`src/hdl/mem_pins_pkg.sv`:
```
package mem_pins_pkg;
    localparam int ADDR_W      = 24;
    localparam int MA_W        = 12;
    localparam int ROW_W       = 11;
    localparam int DATA_W      = 16;
    localparam int BANKS       = 2;
    localparam int BIOS_WINS   = 5;
    // direct bios windows, 64k each, compared on address bits 23:16
    localparam logic [7:0] WIN_F0 = 8'h0F;
    localparam logic [7:0] WIN_E0 = 8'h0E;
    localparam logic [7:0] WIN_D0 = 8'h0D;
    localparam logic [7:0] WIN_C0 = 8'h0C;
    localparam logic [7:0] WIN_A0 = 8'h0A;
    localparam logic [7:0] BOOT_SEG = 8'hFF;
    localparam int SEG_LSB     = 16;
    localparam int SA_HI_LSB   = 12;

    typedef enum logic [1:0] {
        CYC_MAIN  = 2'h0,
        CYC_LOCAL = 2'h1,
        CYC_IO    = 2'h2,
        CYC_EXT   = 2'h3
    } cyc_kind_t;

    typedef struct packed {
        logic [ADDR_W-1:0] addr;
        logic [1:0]        byte_en;
        logic              write;
        cyc_kind_t         kind;
    } bus_req_t;

    typedef enum logic [1:0] {
        ST_IDLE = 2'b00,
        ST_ROW  = 2'b01,
        ST_COL  = 2'b11,
        ST_END  = 2'b10
    } dram_st_t;
endpackage

```
`src/hdl/memory_bus_pin_interface.sv`:
```
`timescale 1ns/100ps
module memory_bus_pin_interface
#(
    parameter int ADDR_W = mem_pins_pkg::ADDR_W
)
(
    input  wire logic                  i_clk,
    input  wire logic                  i_reset,
    input  wire logic                  i_ce,
    input  wire logic                  i_req_valid,
    input  wire mem_pins_pkg::bus_req_t i_req,
    input  wire logic [15:0]           i_core_wdata,
    input  wire logic                  i_sram_mode,
    input  wire logic                  i_bios_paged,
    input  wire logic                  i_os_paged,
    input  wire logic                  i_paged_bios_hit,
    input  wire logic                  i_paged_os_hit,
    input  wire logic                  i_os_direct_hit,
    input  wire logic [4:0]            i_bios_win_en,
    input  wire logic [15:0]           i_sys_data_bus_in,
    output logic                       o_busy,
    output logic [15:0]                o_core_rdata,
    output logic                       o_rdata_valid,
    output logic [3:0]                 o_col_strobe_n,
    output logic [1:0]                 o_row_strobe_n,
    output logic [11:0]                o_mem_addr_out,
    output logic [11:0]                o_sys_addr_low,
    output logic                       o_mem_write_strobe_n,
    output logic                       o_bios_rom_select_n,
    output logic                       o_os_rom_select_n,
    output logic [15:0]                o_sys_data_bus_out,
    output logic                       o_sys_data_bus_oe
);
    mem_pins_pkg::dram_st_t state;
    mem_pins_pkg::bus_req_t cur;

    function automatic logic seg_is(input logic [23:0] a,
                                    input logic [7:0] seg);
        seg_is = (a[23:mem_pins_pkg::SEG_LSB] == seg);
    endfunction

    function automatic logic bios_hit(input logic [23:0] a,
                                      input logic [4:0] en,
                                      input logic paged,
                                      input logic paged_hit);
        logic d;
        d = (en[4] && seg_is(a, mem_pins_pkg::WIN_F0))
          | (en[3] && seg_is(a, mem_pins_pkg::WIN_E0))
          | (en[2] && seg_is(a, mem_pins_pkg::WIN_D0))
          | (en[1] && seg_is(a, mem_pins_pkg::WIN_C0))
          | (en[0] && seg_is(a, mem_pins_pkg::WIN_A0));
        // boot vector segment always reaches the bios rom
        bios_hit = seg_is(a, mem_pins_pkg::BOOT_SEG)
                 | (paged ? paged_hit : d);
    endfunction

    logic bios_sel;
    logic os_sel;
    logic is_main;
    logic bank;

    always_comb
    begin
        bios_sel = bios_hit(cur.addr, i_bios_win_en, i_bios_paged,
                            i_paged_bios_hit);
        os_sel = (i_os_paged ? i_paged_os_hit : i_os_direct_hit)
                 && !bios_sel;
        is_main = (cur.kind == mem_pins_pkg::CYC_MAIN) && !bios_sel
                  && !os_sel;
        bank = cur.addr[23];
    end

    always_ff @(posedge i_clk)
    begin
        if (i_reset)
        begin
            state <= mem_pins_pkg::ST_IDLE;
            cur   <= '0;
        end
        else if (i_ce)
        begin
            unique case (state)
                mem_pins_pkg::ST_IDLE:
                    if (i_req_valid)
                    begin
                        cur   <= i_req;
                        state <= mem_pins_pkg::ST_ROW;
                    end
                mem_pins_pkg::ST_ROW:
                    state <= mem_pins_pkg::ST_COL;
                mem_pins_pkg::ST_COL:
                    state <= mem_pins_pkg::ST_END;
                mem_pins_pkg::ST_END:
                    state <= mem_pins_pkg::ST_IDLE;
            endcase
        end
    end

    logic [3:0]  next_col;
    logic [1:0]  next_row;
    logic [11:0] next_ma;
    logic        next_we;
    logic        act;
    logic        col_ph;

    always_comb
    begin
        act = (state == mem_pins_pkg::ST_ROW)
           || (state == mem_pins_pkg::ST_COL);
        col_ph = (state == mem_pins_pkg::ST_COL);
        next_col = 4'hF;
        next_row = 2'h3;
        next_ma  = '0;
        next_we  = 1'b1;
        if (act && is_main && !i_sram_mode)
        begin
            next_row[bank] = 1'b0;
            if (col_ph)
            begin
                next_col[{bank, 1'b0}] = !cur.byte_en[0];
                next_col[{bank, 1'b1}] = !cur.byte_en[1];
            end
            next_ma[10:0] = col_ph ? cur.addr[11:1] : cur.addr[22:12];
            next_we = !(col_ph && cur.write);
        end
        else if (act && is_main)
        begin
            next_col[{bank, 1'b0}] = !cur.byte_en[0];
            next_col[{bank, 1'b1}] = !cur.byte_en[1];
            next_ma = cur.addr[23:mem_pins_pkg::SA_HI_LSB];
            next_we = !(col_ph && cur.write);
        end
        else if (act && cur.kind != mem_pins_pkg::CYC_IO)
        begin
            next_ma = {cur.addr[12], cur.addr[13], cur.addr[23:14]};
        end
    end

    always_ff @(posedge i_clk)
    begin
        if (i_reset)
        begin
            o_col_strobe_n       <= 4'hF;
            o_row_strobe_n       <= 2'h3;
            o_mem_addr_out       <= '0;
            o_mem_write_strobe_n <= 1'b1;
            o_bios_rom_select_n  <= 1'b1;
            o_os_rom_select_n    <= 1'b1;
            o_sys_addr_low       <= '0;
            o_busy               <= 1'b0;
        end
        else if (i_ce)
        begin
            o_col_strobe_n       <= next_col;
            o_row_strobe_n       <= next_row;
            o_mem_addr_out       <= next_ma;
            o_mem_write_strobe_n <= next_we;
            o_bios_rom_select_n  <= !(act && bios_sel);
            o_os_rom_select_n    <= !(act && os_sel);
            o_sys_addr_low <= {cur.addr[11:1],
                (cur.kind == mem_pins_pkg::CYC_LOCAL) ? cur.addr[0]
                                                      : 1'b0};
            o_busy <= (state != mem_pins_pkg::ST_IDLE) || i_req_valid;
        end
    end

    always_ff @(posedge i_clk)
    begin
        if (i_reset)
        begin
            o_sys_data_bus_out <= '0;
            o_sys_data_bus_oe  <= 1'b0;
            o_core_rdata       <= '0;
            o_rdata_valid      <= 1'b0;
        end
        else if (i_ce)
        begin
            o_sys_data_bus_out <= i_core_wdata;
            o_sys_data_bus_oe  <= act && cur.write;
            // in dram mode the column strobe reaches the pins one cycle after the
            // column phase (sram: from the column phase on), so read data is only valid in the end phase
            o_rdata_valid      <= (state == mem_pins_pkg::ST_END)
                                  && !cur.write;
            if ((state == mem_pins_pkg::ST_END) && !cur.write)
                o_core_rdata <= i_sys_data_bus_in;
        end
    end

    property p_ras_before_cas;
        @(posedge i_clk) disable iff (i_reset)
        ($fell(o_col_strobe_n[0]) && !i_sram_mode) |->
            $past(o_row_strobe_n) != 2'h3;
    endproperty
    a_ras_before_cas: assert property (p_ras_before_cas)
        else $error("column strobe without prior row strobe");

    property p_excl;
        @(posedge i_clk) disable iff (i_reset)
        !(!o_bios_rom_select_n && !o_os_rom_select_n);
    endproperty
    a_excl: assert property (p_excl)
        else $error("both rom selects active");

    property p_boot;
        @(posedge i_clk) disable iff (i_reset)
        (i_ce && act && seg_is(cur.addr, mem_pins_pkg::BOOT_SEG))
            |=> !o_bios_rom_select_n;
    endproperty
    a_boot: assert property (p_boot)
        else $error("boot segment missed bios select");

    property p_oe;
        @(posedge i_clk) disable iff (i_reset)
        o_sys_data_bus_oe |-> $past(cur.write);
    endproperty
    a_oe: assert property (p_oe)
        else $error("data bus driven on a read");

    property p_we_cas;
        @(posedge i_clk) disable iff (i_reset)
        !o_mem_write_strobe_n |-> !(&o_col_strobe_n);
    endproperty
    a_we_cas: assert property (p_we_cas)
        else $error("write strobe without a lane strobe");

    property p_cas_row;
        @(posedge i_clk) disable iff (i_reset)
        (!(&o_col_strobe_n) && !i_sram_mode) |-> o_row_strobe_n != 2'h3;
    endproperty
    a_cas_row: assert property (p_cas_row)
        else $error("column strobe outside a row cycle");

    property p_excl_main;
        @(posedge i_clk) disable iff (i_reset)
        !(&o_col_strobe_n) |-> (o_bios_rom_select_n && o_os_rom_select_n);
    endproperty
    a_excl_main: assert property (p_excl_main)
        else $error("rom select during main memory strobe");

    property p_rdv_pulse;
        @(posedge i_clk) disable iff (i_reset)
        o_rdata_valid |=> !o_rdata_valid;
    endproperty
    a_rdv_pulse: assert property (p_rdv_pulse)
        else $error("read data valid longer than one cycle");

    property p_cas_rel;
        @(posedge i_clk) disable iff (i_reset)
        $rose(&o_row_strobe_n) |-> (&o_col_strobe_n);
    endproperty
    a_cas_rel: assert property (p_cas_rel)
        else $error("column strobe held past row release");
endmodule

```
`config.mk`:
```
export PLATFORM = sky130hd
export DESIGN_NAME = memory_bus_pin_interface
export DESIGN_NICKNAME = d
export VERILOG_FILES = /design/src/hdl/mem_pins_pkg.sv /design/src/hdl/memory_bus_pin_interface.sv
export SDC_FILE = /design/constraint.sdc
export NUM_CORES = 1
export LEC_CHECK = 0
export ABC_AREA = 1
export BUFFER_PORTS_ARGS = -buffer_cell sky130_fd_sc_hd__buf_2
export CAP_MARGIN = 30
export CORE_UTILIZATION = 45
export DETAILED_ROUTE_END_ITERATION = 12
export GPL_TIMING_DRIVEN = 0
export PLACE_DENSITY = 0.76
export SYNTH_ARGS = -nofsm -noshare
export SYNTH_HDL_FRONTEND = slang
export SYNTH_SLANG_ARGS = --single-unit
```
`constraint.sdc`:
```
create_clock -name i_clk -period 1.3 [get_ports i_clk]
set_clock_uncertainty 0.05 [all_clocks]
set_input_delay 0.13 -clock i_clk [delete_from_list [all_inputs] [get_ports i_clk]]
set_output_delay 0.13 -clock i_clk [all_outputs]
set_load 0.005 [all_outputs]
```
==> results of run 1 <==
[repair_timing]
| item | in CTS | in global routing |
|---|---|---|
| endpoints found under the hold margin | 48 | 0 |
| pin swaps | 5 | 3 |
| gates resized for setup | 43 | 35 |
| hold buffers | 48 | 0 |
| setup buffers | 7 | 6 |
| setup endpoints to repair | 59 | 67 |
[cell families (layout without fill, tap and decap cells)]
group / count (synthesis) / after routing / synth area share [%]
simple gates: 240 / 240 / 26.0
buf+inv: 87 / 305 / 8.78
flops: 99 / 99 / 46.7
compound gates: 151 / 151 / 18.5
[registers in the layout, summed over array words and instances, names as in the netlist, 2 cells and up]
signal	count
cur	28
o_col_strobe_n	4
o_core_rdata	16
o_mem_addr_out	12
o_row_strobe_n	2
o_sys_addr_low	12
o_sys_data_bus_out	16
state	2
[per-layer routing]
layer  global-route usage [%]  vias to the layer above  part of all wire (%)
met4                     11.1                        0                   2.3
li1                         -                     2306                     -
met1                     34.2                     2203                    42
met2                     43.0                      211                    48
met3                     5.20                       35                   7.1
met5                        0                        -                     0
[area by class of cell]
class	instances	area, um^2	area share, %
Timing Repair Buffer	202	1290	21.4
Buffer	37	221	3.67
Clock inverter	7	60.1	0.994
Inverter	50	194	3.21
Multi-Input combinational cell	391	2000	33.2
Sequential cell	99	2000	33.2
Clock buffer	9	124	2.05
Tap cell	111	139	2.30
[Yosys cell counts]
cell                         n
sky130_fd_sc_hd__buf_12      1
sky130_fd_sc_hd__nand2_4     1
sky130_fd_sc_hd__buf_1       2
sky130_fd_sc_hd__a21oi_1    53
sky130_fd_sc_hd__o21ai_0    86
sky130_fd_sc_hd__nand3_4     1
sky130_fd_sc_hd__buf_2       6
sky130_fd_sc_hd__buf_4       2
sky130_fd_sc_hd__nand3_2     9
sky130_fd_sc_hd__nor3_4      1
sky130_fd_sc_hd__a21oi_2     3
sky130_fd_sc_hd__nor2_4      2
sky130_fd_sc_hd__nand2_2     9
sky130_fd_sc_hd__clkinv_1    1
sky130_fd_sc_hd__nand3_1    12
sky130_fd_sc_hd__a22oi_4     1
sky130_fd_sc_hd__o21ai_1     6
sky130_fd_sc_hd__nor2_1    123
sky130_fd_sc_hd__nand2_1    65
sky130_fd_sc_hd__clkbuf_1   24
sky130_fd_sc_hd__o22ai_1     2
sky130_fd_sc_hd__nor4_2      1
sky130_fd_sc_hd__nor3_1      2
sky130_fd_sc_hd__nand4_1    13
sky130_fd_sc_hd__inv_1      44
sky130_fd_sc_hd__buf_6       2
sky130_fd_sc_hd__inv_2       5
sky130_fd_sc_hd__dfxtp_1    99
sky130_fd_sc_hd__nand4_4     1
[power groups by stage]
stage | combinational, mW | sequential, mW | clock [mW]
3_3_place_gp | 0.818 | 3.39 | 0
2_1_floorplan | 0.467 | 3.40 | 0
3_5_place_dp | 0.837 | 3.40 | 0
6_report | 1.06 | 3.34 | 1.89
5_1_grt | 1.16 | 3.36 | 2.06
4_1_cts | 0.997 | 3.33 | 1.92
[cell usage in the layout (no fill, tap or decap), drive strengths merged]
master,synthesis,layout
nor4,1,1
nor3,3,3
dfxtp,99,99
nand4,14,14
a22oi,1,1
nand2,75,75
nor2,125,125
buf,13,168
o22ai,2,2
nand3,22,22
clkbuf,24,32
clkinvlp,0,1
a21oi,56,56
clkinv,1,4
dlygate4sd3,0,48
inv,49,52
o21ai,92,92
[worst max-delay path, cell delays in order (launching register included)]
cell                      delay [ps]
sky130_fd_sc_hd__dfxtp_4         390
sky130_fd_sc_hd__nand2_2          70
sky130_fd_sc_hd__nor2_4          160
sky130_fd_sc_hd__nand2_2          70
sky130_fd_sc_hd__nand3_2         100
sky130_fd_sc_hd__nand2_4          90
sky130_fd_sc_hd__buf_4           150
sky130_fd_sc_hd__nand4_1          90
sky130_fd_sc_hd__nand3_1         100
sky130_fd_sc_hd__nor2_2          150
sky130_fd_sc_hd__nor2_1           60
[metrics by stage]
step | utilization (%) | setup slack [ps]
after floorplan | - | -81.5
after global placement | 55.6 | -283
after detailed placement | 55.6 | -324
after CTS | 64.4 | -262
after global routing | 65.7 | -398
final | 65.7 | -287
[worst paths after layout]
path / from / endpoint / slack [ps] / cells after the start
worst max register to register: cur[21]$_SDFFE_PP0P_ / o_mem_addr_out[0]$_SDFFE_PP0P_ / -290 / 10
worst min register to register: o_os_rom_select_n$_SDFFE_PP1P_ / o_os_rom_select_n$_SDFFE_PP1P_ / 420 / 2
worst max-delay path: cur[21]$_SDFFE_PP0P_ / o_mem_addr_out[0]$_SDFFE_PP0P_ / -290 / 10
worst min-delay path: i_req[19] / cur[19]$_SDFFE_PP0P_ / -1 / 3
==> out/metrics.cfg, run 1 <==
[outcome]
status = complete, but fails checks
violations_in_the_final_reports = hold timing, setup timing

[grt]
grt_overflow = 0
grt_pass1_vias = 4323
grt_pass1_wl_mm = 20.4
grt_antenna_before_repair = 0
grt_start_max_net_pins = 19
grtUsageTotal_pct = 26.3

[floorplan]
core.rowCount = 35
floorplan.io_pins = 144
design.core.area_um2 = 9200
die_x_um = 99.1
fp.dieArea_um2 = 9830
start_util_pct = 46.2
die_height_um = 99.1

[power]
switching_share_pct = 29.5
cellInternalPower_mw = 4.43
pd_cells_nw_per_um2 = 1040
power_mw = 6.28
leakage_nw = 2.83
pwr-share-comb_pct = 16.9
switching_power_mw = 1.85
power_frac_clock_pct = 30.0
ir_worst_vdd_v = 0.000539
p_seq_share_pct = 53.1

[synthesis]
synth_top_area_cell = sky130_fd_sc_hd__dfxtp_1
synth_cell_type_count = 29
synth_sequential_area_ratio_pct = 46.7
synth.net_count = 653
synth-warning-count = 0
postSynthCellCount = 577
syn-mean-instance-area_um2 = 7.36
synth_top_area_share_pct = 46.7
syn_area_um2 = 4250
ys_seq_elements = 99
ys_top_cells_by_area = sky130_fd_sc_hd__dfxtp_1 (47%), sky130_fd_sc_hd__nor2_1 (11%), sky130_fd_sc_hd__o21ai_0 (10%), sky130_fd_sc_hd__a21oi_1 (6.2%), sky130_fd_sc_hd__nand2_1 (5.7%)

[clock_network]
cts-htree-levels = 3
numCtsBuffers = 9
clk_latency_ps = 360
clock-root-buffer = sky130_fd_sc_hd__clkbuf_8
cts.sink_count = 99
tritoncts = yes
ctsLongestPathBuffers = 2
clkTransAtPathRegs_ps = 100

[placed_design]
postPlaceCellArea_um2 = 5110
place_hpwl_mm = 8.74
gpl.final_weighted_congestion = 0.914
placed_cells = 829
place.port_buffers = 141

[finish]
final_std_cells_w_o_fill = 906
stdcell_area_um2 = 6040
syn_to_final_growth_pct = 42.3
fillerInstances = 772
post_route_cells_drive_above_1_share_pct = 32.6
num_antenna_cells = 0
nets = 866

[detailed_routing]
route.detailed.vias_per_inst = 5.25
detail_route.first_pass.iterations = 5
drc_errors = 0
detail_route.wirelength_mm = 13.1
vias_after_detailed_routing = 4755
post_drt_wl_per_cell_um = 14.5
drc_marker_count_from_the_first_detailed_route_iteration = 422
final_antenna_net_count = 0

[timing]
max_freq_ghz = 0.630
max_slew.worst_pin.slew_ps = 550
report.final.hold_viol_count = 1
setup-tns-final_ps = -4950
setup_viol = 36
final.hold.worst_slack_ps = -1.02
max_slew_margin_pct = 62.9
final-max-slew-violation-count = 0
finalWorstPathRequiredPeriod_ps = 1590
fin_crit_sh_pct = 122
setup_repair_after_global_routing_missed_its_margin = yes
worst_slack_ps = -287

[setup_path]
cp.arrival_ps = 1800
critical_path.endpoint_type = flip-flop
critical_path_required_ps = 1510
crit_fanout = 5
timing_worst_setup_path_type = reg2reg
cp-start-kind = flip-flop

[job]
number_of_maximum_capacitance_constraint_violations = 0

[min_path]
hold_path.class = in2reg

No activity file was read; power rests on OpenSTA's default activity.
==> inputs of run 2 (changes only) <==
--- a/config.mk
+++ b/config.mk
@@ -8,10 +8,11 @@
 export ABC_AREA = 1
 export BUFFER_PORTS_ARGS = -buffer_cell sky130_fd_sc_hd__buf_2
 export CAP_MARGIN = 30
-export CORE_UTILIZATION = 45
+export CORE_ASPECT_RATIO = 1.5
+export CORE_UTILIZATION = 30
 export DETAILED_ROUTE_END_ITERATION = 12
 export GPL_TIMING_DRIVEN = 0
-export PLACE_DENSITY = 0.76
+export PLACE_DENSITY = 0.54
 export SYNTH_ARGS = -nofsm -noshare
 export SYNTH_HDL_FRONTEND = slang
 export SYNTH_SLANG_ARGS = --single-unit
==> run 2 against run 1 <==
Against the previous run:
- the run ends with setup timing left
- total power rose by 17%
- critical path type unchanged
- maximum frequency is 3.5% lower
- utilization fell by 16 points
- routed wire length grew 17%
- final area grew 13%
- highest routed layer unchanged
- combinational power increased by 20%
- flip-flop and latch count did not move
- sequential power about the same
==> out/metrics.cfg, run 2 (synthesized netlist as in run 1, its figures left out) <==
[timing]
worst_slack_ps = -344  ; was -287 ps
setup-tns-final_ps = -8820  ; was -4950 ps
fin_crit_sh_pct = 126  ; was 122%
report.final.hold_viol_count = 0  ; was 1
final-max-slew-violation-count = 0  ; unchanged
max_slew.worst_pin.slew_ps = 658  ; was 550 ps
setup_repair_after_global_routing_missed_its_margin = yes  ; unchanged
setup_viol = 67  ; was 36
max_freq_ghz = 0.608  ; was 0.630 GHz
final.hold.worst_slack_ps = 5.33  ; was -1.02 ps
max_slew_margin_pct = 56.1  ; was 62.9%
finalWorstPathRequiredPeriod_ps = 1640  ; was 1590 ps

[detailed_routing]
detail_route.wirelength_mm = 15.3  ; was 13.1 mm
vias_after_detailed_routing = 4744  ; was 4,755
final_antenna_net_count = 0  ; unchanged
detail_route.first_pass.iterations = 5  ; unchanged
drc_marker_count_from_the_first_detailed_route_iteration = 191  ; was 422
route.detailed.vias_per_inst = 4.88  ; was 5.25
post_drt_wl_per_cell_um = 15.8  ; was 14.5 um
drc_errors = 0  ; unchanged

[setup_path]
timing.critical_path.cells = nand2_2 -> nor2_2 -> a22oi_4 -> buf_4 -> nand4_1 -> buf_4 -> o21ai_1 -> nand2_1  ; was nand2_2 -> nor2_4 -> nand2_2 -> nand3_2 -> nand2_4 -> buf_4 -> nand4_1 -> nand3_1 -> nor2_2 -> nor2_1
r2r_slack_ps = -340  ; was -290 ps
critical_path.endpoint_type = flip-flop  ; unchanged
crit_fanout = 5  ; unchanged
critical-path-max-stage-delay_ps = 370  ; was 390 ps
cp-start-kind = flip-flop  ; unchanged
cp.arrival_ps = 1830  ; was 1800 ps
timing_worst_setup_path_type = reg2reg  ; unchanged
timing.critical_path.mode_cell = sky130_fd_sc_hd__buf_4  ; was sky130_fd_sc_hd__nand2_2
critical-path-slowest-cell = sky130_fd_sc_hd__dfxtp_4  ; unchanged
critical_path_required_ps = 1490  ; was 1510 ps

[power]
ir_worst_vdd_v = 0.000570  ; was 0.000539 V
leakage_nw = 3.09  ; was 2.83 nW
pd_cells_nw_per_um2 = 1080  ; was 1040 nW/um^2
power_mw = 7.37  ; was 6.28 mW

[floorplan]
start_util_pct = 31.1  ; was 46.2%
design.core.area_um2 = 13700  ; was 9200 um^2
fp.dieArea_um2 = 14600  ; was 9830 um^2
core.rowCount = 52  ; was 35
die_x_um = 99.1  ; unchanged
die_height_um = 148  ; was 99.1 um
floorplan.io_pins = 144  ; unchanged

[clock_network]
tritoncts = yes  ; unchanged
numCtsBuffers = 9  ; unchanged
clkTransAtPathRegs_ps = 70  ; was 100 ps
clock-root-buffer = sky130_fd_sc_hd__clkbuf_16  ; was sky130_fd_sc_hd__clkbuf_8
clk_latency_ps = 350  ; was 360 ps
ctsLongestPathBuffers = 2  ; unchanged
cts-htree-levels = 3  ; unchanged
cts.sink_count = 99  ; unchanged

[finish]
post_route_cells_drive_above_1_share_pct = 42.8  ; was 32.6%
largestRegisters = cur x28, o_core_rdata x16, o_sys_data_bus_out x16  ; unchanged
mostFrequentLayoutCells = sky130_fd_sc_hd__buf_2 (144), sky130_fd_sc_hd__dfxtp_1 (90), sky130_fd_sc_hd__nor2_1 (88), sky130_fd_sc_hd__o21ai_0 (62), sky130_fd_sc_hd__nand2_1 (54)  ; was sky130_fd_sc_hd__buf_2 (145), sky130_fd_sc_hd__nor2_1 (114), sky130_fd_sc_hd__dfxtp_1 (91), sky130_fd_sc_hd__o21ai_0 (66), sky130_fd_sc_hd__nand2_1 (62)
regMostFlops = cur  ; unchanged
fillerInstances = 1311  ; was 772
syn_to_final_growth_pct = 60.7  ; was 42.3%
nets = 882  ; was 866
commonest_non_fill_non_tap_cell_in_the_layout = sky130_fd_sc_hd__buf_2  ; unchanged
num_antenna_cells = 0  ; unchanged
number_of_flip_flops_under_the_largest_register_name = 28  ; unchanged

[grt]
grt_use_met1_pct = 21.8  ; was 34.2%
grt_antenna_before_repair = 0  ; unchanged
grt_overflow = 0  ; unchanged
grt_most_used_layer = met2  ; unchanged
grt_start_max_net_pins = 17  ; was 19
grtUsageTotal_pct = 20.9  ; was 26.3%
grt_util_met2_pct = 40.2  ; was 43.0%
grt_pass1_wl_mm = 23.9  ; was 20.4 mm
grt_pass1_vias = 4823  ; was 4,323
gr_util_met3_pct = 4.44  ; was 5.20%

[outcome]
violations_in_the_final_reports = setup timing  ; was hold timing, setup timing
status = complete, but fails checks  ; unchanged

[placed_design]
place_hpwl_mm = 10.4  ; was 8.74 mm
gpl.final_weighted_congestion = 0.866  ; was 0.914
pre_cts_ws_ps = -427  ; was -324 ps
place.port_buffers = 141  ; unchanged

[min_path]
hold_path.class = in2reg  ; unchanged

[job]
number_of_maximum_capacitance_constraint_violations = 0  ; unchanged

[run 2: changes by cell type in the layout (fill, tap and decap cells not counted), moves of 8 or more]
cell and change:
sky130_fd_sc_hd__nor2_2 +18, sky130_fd_sc_hd__nor2_1 -26, sky130_fd_sc_hd__a21oi_2 +16, sky130_fd_sc_hd__nand2_1 -8, sky130_fd_sc_hd__clkbuf_16 +14, sky130_fd_sc_hd__nor2_4 +8, sky130_fd_sc_hd__a21oi_1 -17, sky130_fd_sc_hd__buf_4 +9
[run 2: stage by stage]
stage               std cells  utilization, %  area (um^2)
finish                    973            49.9         6820
global route              973            49.9         6820
CTS                       964            47.7         6520
detailed placement        880            37.9         5180
global placement          880            37.9         5180
floorplan                 577               -         4270
[run 2: worst paths after layout]
path / from / to / depth (start not counted)
setup / recovery: cur[27]$_SDFFE_PP0P_ / o_col_strobe_n[1]$_SDFFE_PP1P_ / 8
setup reg to reg: cur[27]$_SDFFE_PP0P_ / o_col_strobe_n[1]$_SDFFE_PP1P_ / 8
hold reg to reg: o_rdata_valid$_SDFFE_PP0P_ / o_rdata_valid$_SDFFE_PP0P_ / 2
hold / removal: i_req[10] / cur[10]$_SDFFE_PP0P_ / 3
[run 2: area by class of cell]
type / instances / area, um^2 / area share, %
sequential: 99 / 2010 / 29.5
clock buffer: 10 / 239 / 3.50
buffer: 37 / 295 / 4.33
timing repair buffer: 217 / 1490 / 21.9
clock inverter: 6 / 65.1 / 0.953
timing repair inverter: 1 / 7.51 / 0.110
multi-input combinational: 391 / 2310 / 33.9
tap: 162 / 203 / 2.97
inverter: 50 / 196 / 2.88
[run 2: critical path: cells and delay by family (launching register included)]
family | cells | cell delay [ps]
AO/OA/AOI/OAI | 2 | 430
buffers and inverters | 2 | 350
flip-flops | 1 | 370
AND/OR/NAND/NOR | 4 | 330
[run 2: where the power goes]
part	switching (mW)	internal [mW]
logic	0.669	0.602
clock network	1.21	1.55
registers	0.131	3.21
total	2.01	5.36
[run 2: what timing repair did]
action	in CTS	in global routing
gates resized for setup	125	63
cloned	5	3
hold endpoints to repair	45	0
hold buffers	45	0
pin swaps	16	16
endpoints found under the setup margin	67	66
buffers inserted	18	6
[run 2: per-layer routing]
| layer | share of wire [%] | wire, um |
|---|---|---|
| met1 | 37 | 5750 |
| met2 | 55 | 8450 |
| met3 | 4.9 | 759 |
| met4 | 2.5 | 383 |
| met5 | 0 | 0 |
==> inputs of run 3 (changes only) <==
--- a/config.mk
+++ b/config.mk
@@ -10,6 +10,7 @@
 export CAP_MARGIN = 30
 export CORE_ASPECT_RATIO = 1.5
 export CORE_UTILIZATION = 30
+export CTS_BUF_LIST = sky130_fd_sc_hd__clkbuf_2
 export DETAILED_ROUTE_END_ITERATION = 12
 export GPL_TIMING_DRIVEN = 0
 export PLACE_DENSITY = 0.54
==> run 3 against run 2 <==
Against the previous run:
- the run still ends with setup timing left
- utilization grew 4.6 points
- critical path depth unchanged
- count of clock-buffer cells in the layout is 1 lower
- final area grew 9.3%
- combinational power is 18% higher
- die area unchanged
- non-clock buffer count up 36
- sequential power rose by 1%
- hold slack gained 47 ps
- routed wire length is 5.1% higher
- critical endpoint is now o_mem_addr_out[10]$_SDFFE_PP0P_
- highest routed layer unchanged
==> out/metrics.cfg, run 3 (synthesized netlist as in run 1, its figures left out) <==
[outcome]
status = complete, but fails checks  ; unchanged
violations_in_the_final_reports = setup timing  ; unchanged

[detailed_routing]
route.detailed.vias_per_inst = 4.86  ; was 4.88
post_drt_wl_per_cell_um = 16.0  ; was 15.8 um
detail_route.wirelength_mm = 16.1  ; was 15.3 mm
drc_errors = 0  ; unchanged
final_antenna_net_count = 0  ; unchanged
drc_marker_count_from_the_first_detailed_route_iteration = 261  ; was 191
vias_after_detailed_routing = 4911  ; was 4,744
detail_route.first_pass.iterations = 4  ; was 5

[placed_design]
gpl.final_weighted_congestion = 0.866  ; unchanged
place_hpwl_mm = 10.4  ; unchanged
place.port_buffers = 141  ; unchanged
pre_cts_ws_ps = -427  ; unchanged
postPlaceCellArea_um2 = 5180  ; unchanged

[power]
ir_worst_vdd_v = 0.000514  ; was 0.000570 V
leakage_nw = 3.26  ; was 3.09 nW
pd_cells_nw_per_um2 = 861  ; was 1080 nW/um^2

[grt]
grt_pass1_wl_mm = 24.1  ; was 23.9 mm
grt_antenna_before_repair = 1  ; was 0
grtUsageTotal_pct = 21.2  ; was 20.9%
grt_overflow = 0  ; unchanged
grt_start_max_net_pins = 17  ; unchanged
grt_pass1_vias = 4852  ; was 4,823

[clock_network]
ctsLongestPathBuffers = 2  ; unchanged
clkTransAtPathRegs_ps = 300  ; was 70 ps
clk_latency_ps = 580  ; was 350 ps
numCtsBuffers = 9  ; unchanged
clock-root-buffer = sky130_fd_sc_hd__clkbuf_2  ; was sky130_fd_sc_hd__clkbuf_16
cts-htree-levels = 3  ; unchanged
cts.sink_count = 99  ; unchanged
tritoncts = yes  ; unchanged

[finish]
post_route_cells_drive_above_1_share_pct = 51.8  ; was 42.8%
stdcell_area_um2 = 7460  ; was 6820 um^2
regMostFlops = cur  ; unchanged
commonest_non_fill_non_tap_cell_in_the_layout = sky130_fd_sc_hd__buf_2  ; unchanged
largestRegisters = cur x28, o_core_rdata x16, o_sys_data_bus_out x16  ; unchanged
nets = 918  ; was 882
fillerInstances = 1266  ; was 1,311
multi_input_area_um2 = 2470  ; was 2310 um^2
register_area_um2 = 2100  ; was 2010 um^2
syn_to_final_growth_pct = 75.6  ; was 60.7%
mostFrequentLayoutCells = sky130_fd_sc_hd__buf_2 (116), sky130_fd_sc_hd__nor2_1 (87), sky130_fd_sc_hd__dfxtp_2 (70), sky130_fd_sc_hd__dlygate4sd3_1 (68), sky130_fd_sc_hd__nand2_1 (56)  ; was sky130_fd_sc_hd__buf_2 (144), sky130_fd_sc_hd__dfxtp_1 (90), sky130_fd_sc_hd__nor2_1 (88), sky130_fd_sc_hd__o21ai_0 (62), sky130_fd_sc_hd__nand2_1 (54)
number_of_flip_flops_under_the_largest_register_name = 28  ; unchanged

[floorplan]
design.core.area_um2 = 13700  ; unchanged
core.rowCount = 52  ; unchanged
start_util_pct = 31.1  ; unchanged
die_height_um = 148  ; unchanged
fp.dieArea_um2 = 14600  ; unchanged
die_x_um = 99.1  ; unchanged
floorplan.io_pins = 144  ; unchanged

[job]
number_of_maximum_capacitance_constraint_violations = 0  ; unchanged

[timing]
max_freq_ghz = 0.598  ; was 0.608 GHz
setup_repair_after_global_routing_missed_its_margin = yes  ; unchanged
fin_crit_sh_pct = 129  ; was 126%
finalWorstPathRequiredPeriod_ps = 1670  ; was 1640 ps
report.final.hold_viol_count = 0  ; unchanged
max_slew_margin_pct = 50.3  ; was 56.1%
max_slew.worst_pin.slew_ps = 745  ; was 658 ps
final-max-slew-violation-count = 0  ; unchanged
setup_viol = 66  ; was 67
worst_slack_ps = -371  ; was -344 ps

[min_path]
hold_path.class = in2reg  ; unchanged

[setup_path]
cp.arrival_ps = 2150  ; was 1830 ps
cp-start-kind = flip-flop  ; unchanged
critical-path-slowest-cell = sky130_fd_sc_hd__dfxtp_4  ; unchanged
critical_path_required_ps = 1780  ; was 1490 ps
critical_path.endpoint_type = flip-flop  ; unchanged
critical-path-max-stage-delay_ps = 430  ; was 370 ps
timing_worst_setup_path_type = reg2reg  ; unchanged
crit_fanout = 10  ; was 5
timing.critical_path.cells = nand2_1 -> nor2_2 -> a22oi_4 -> buf_2 -> nand4_1 -> nand3_4 -> nor2_4 -> nor2_1  ; was nand2_2 -> nor2_2 -> a22oi_4 -> buf_4 -> nand4_1 -> buf_4 -> o21ai_1 -> nand2_1

[run 3: cell count changes in the layout (fill, tap and decap cells not counted), moves of 12 or more]
cell / change
sky130_fd_sc_hd__dfxtp_2: +69
sky130_fd_sc_hd__dfxtp_1: -68
sky130_fd_sc_hd__buf_6: +33
sky130_fd_sc_hd__buf_2: -28
sky130_fd_sc_hd__dlygate4sd3_1: +23
sky130_fd_sc_hd__nor2_4: +13
sky130_fd_sc_hd__nor2_2: -12
[run 3: worst paths after layout]
path                              from                               end  slack (ps)  cells after the start
hold / removal            i_bios_paged  o_bios_rom_select_n$_SDFFE_PP1P_          50                      5
hold reg to reg    o_busy$_SDFFE_PP0P_               o_busy$_SDFFE_PP0P_         440                      2
setup / recovery  cur[27]$_SDFFE_PP0P_   o_mem_addr_out[10]$_SDFFE_PP0P_        -370                      8
setup reg to reg  cur[27]$_SDFFE_PP0P_   o_mem_addr_out[10]$_SDFFE_PP0P_        -370                      8
[run 3: critical path: cells and delay by family, from the launching register on]
kind,cells,cell delay [ps]
compound gates,1,250
buf+inv,1,300
flops,1,430
simple gates,6,570
[run 3: repair_timing]
action                                  4_1_cts  5_1_grt
endpoints found under the setup margin      123      134
hold buffers                                 68        0
hold endpoints to repair                     74        0
buffers inserted                             25       14
resized for setup                           217      130
gates cloned                                  7        1
pin swaps                                    14       23
[run 3: through the flow]
step	hold slack, ps	utilization [%]	power, mW	TNS (ps)	instances
after detailed placement	307	37.9	4.27	-17050	880
after global placement	301	37.9	4.26	-15450	880
final	52.2	54.6	6.42	-10230	1010
after floorplan	215	-	3.86	-897	577
after global routing	9.25	54.6	6.73	-16290	1010
after CTS	15.3	50.4	6.25	-11650	995
[run 3: power breakdown]
part	switching, mW	internal (mW)	total, mW
clock	1.10	0.439	1.54
combinational	0.741	0.754	1.50
sequential	0.143	3.25	3.39
[run 3: routing by layer]
layer / track usage [%] / routed length [um] / up-vias
met2: 39.3 / 8810 / 130
li1: - / - / 2414
met4: 8.68 / 523 / 0
met1: 23.4 / 6170 / 2330
met3: 3.97 / 619 / 37
met5: 0 / 0 / -
[run 3: cell type report]
cell class,instances,share of cell area (%)
Antenna cell,1,0.0336
Buffer,37,3.88
Clock buffer,9,0.604
Clock inverter,7,0.923
Inverter,50,2.85
Multi-Input combinational cell,391,33.2
Sequential cell,99,28.1
Tap cell,162,2.72
Timing Repair Buffer,253,27.6
Timing Repair inverter,1,0.101
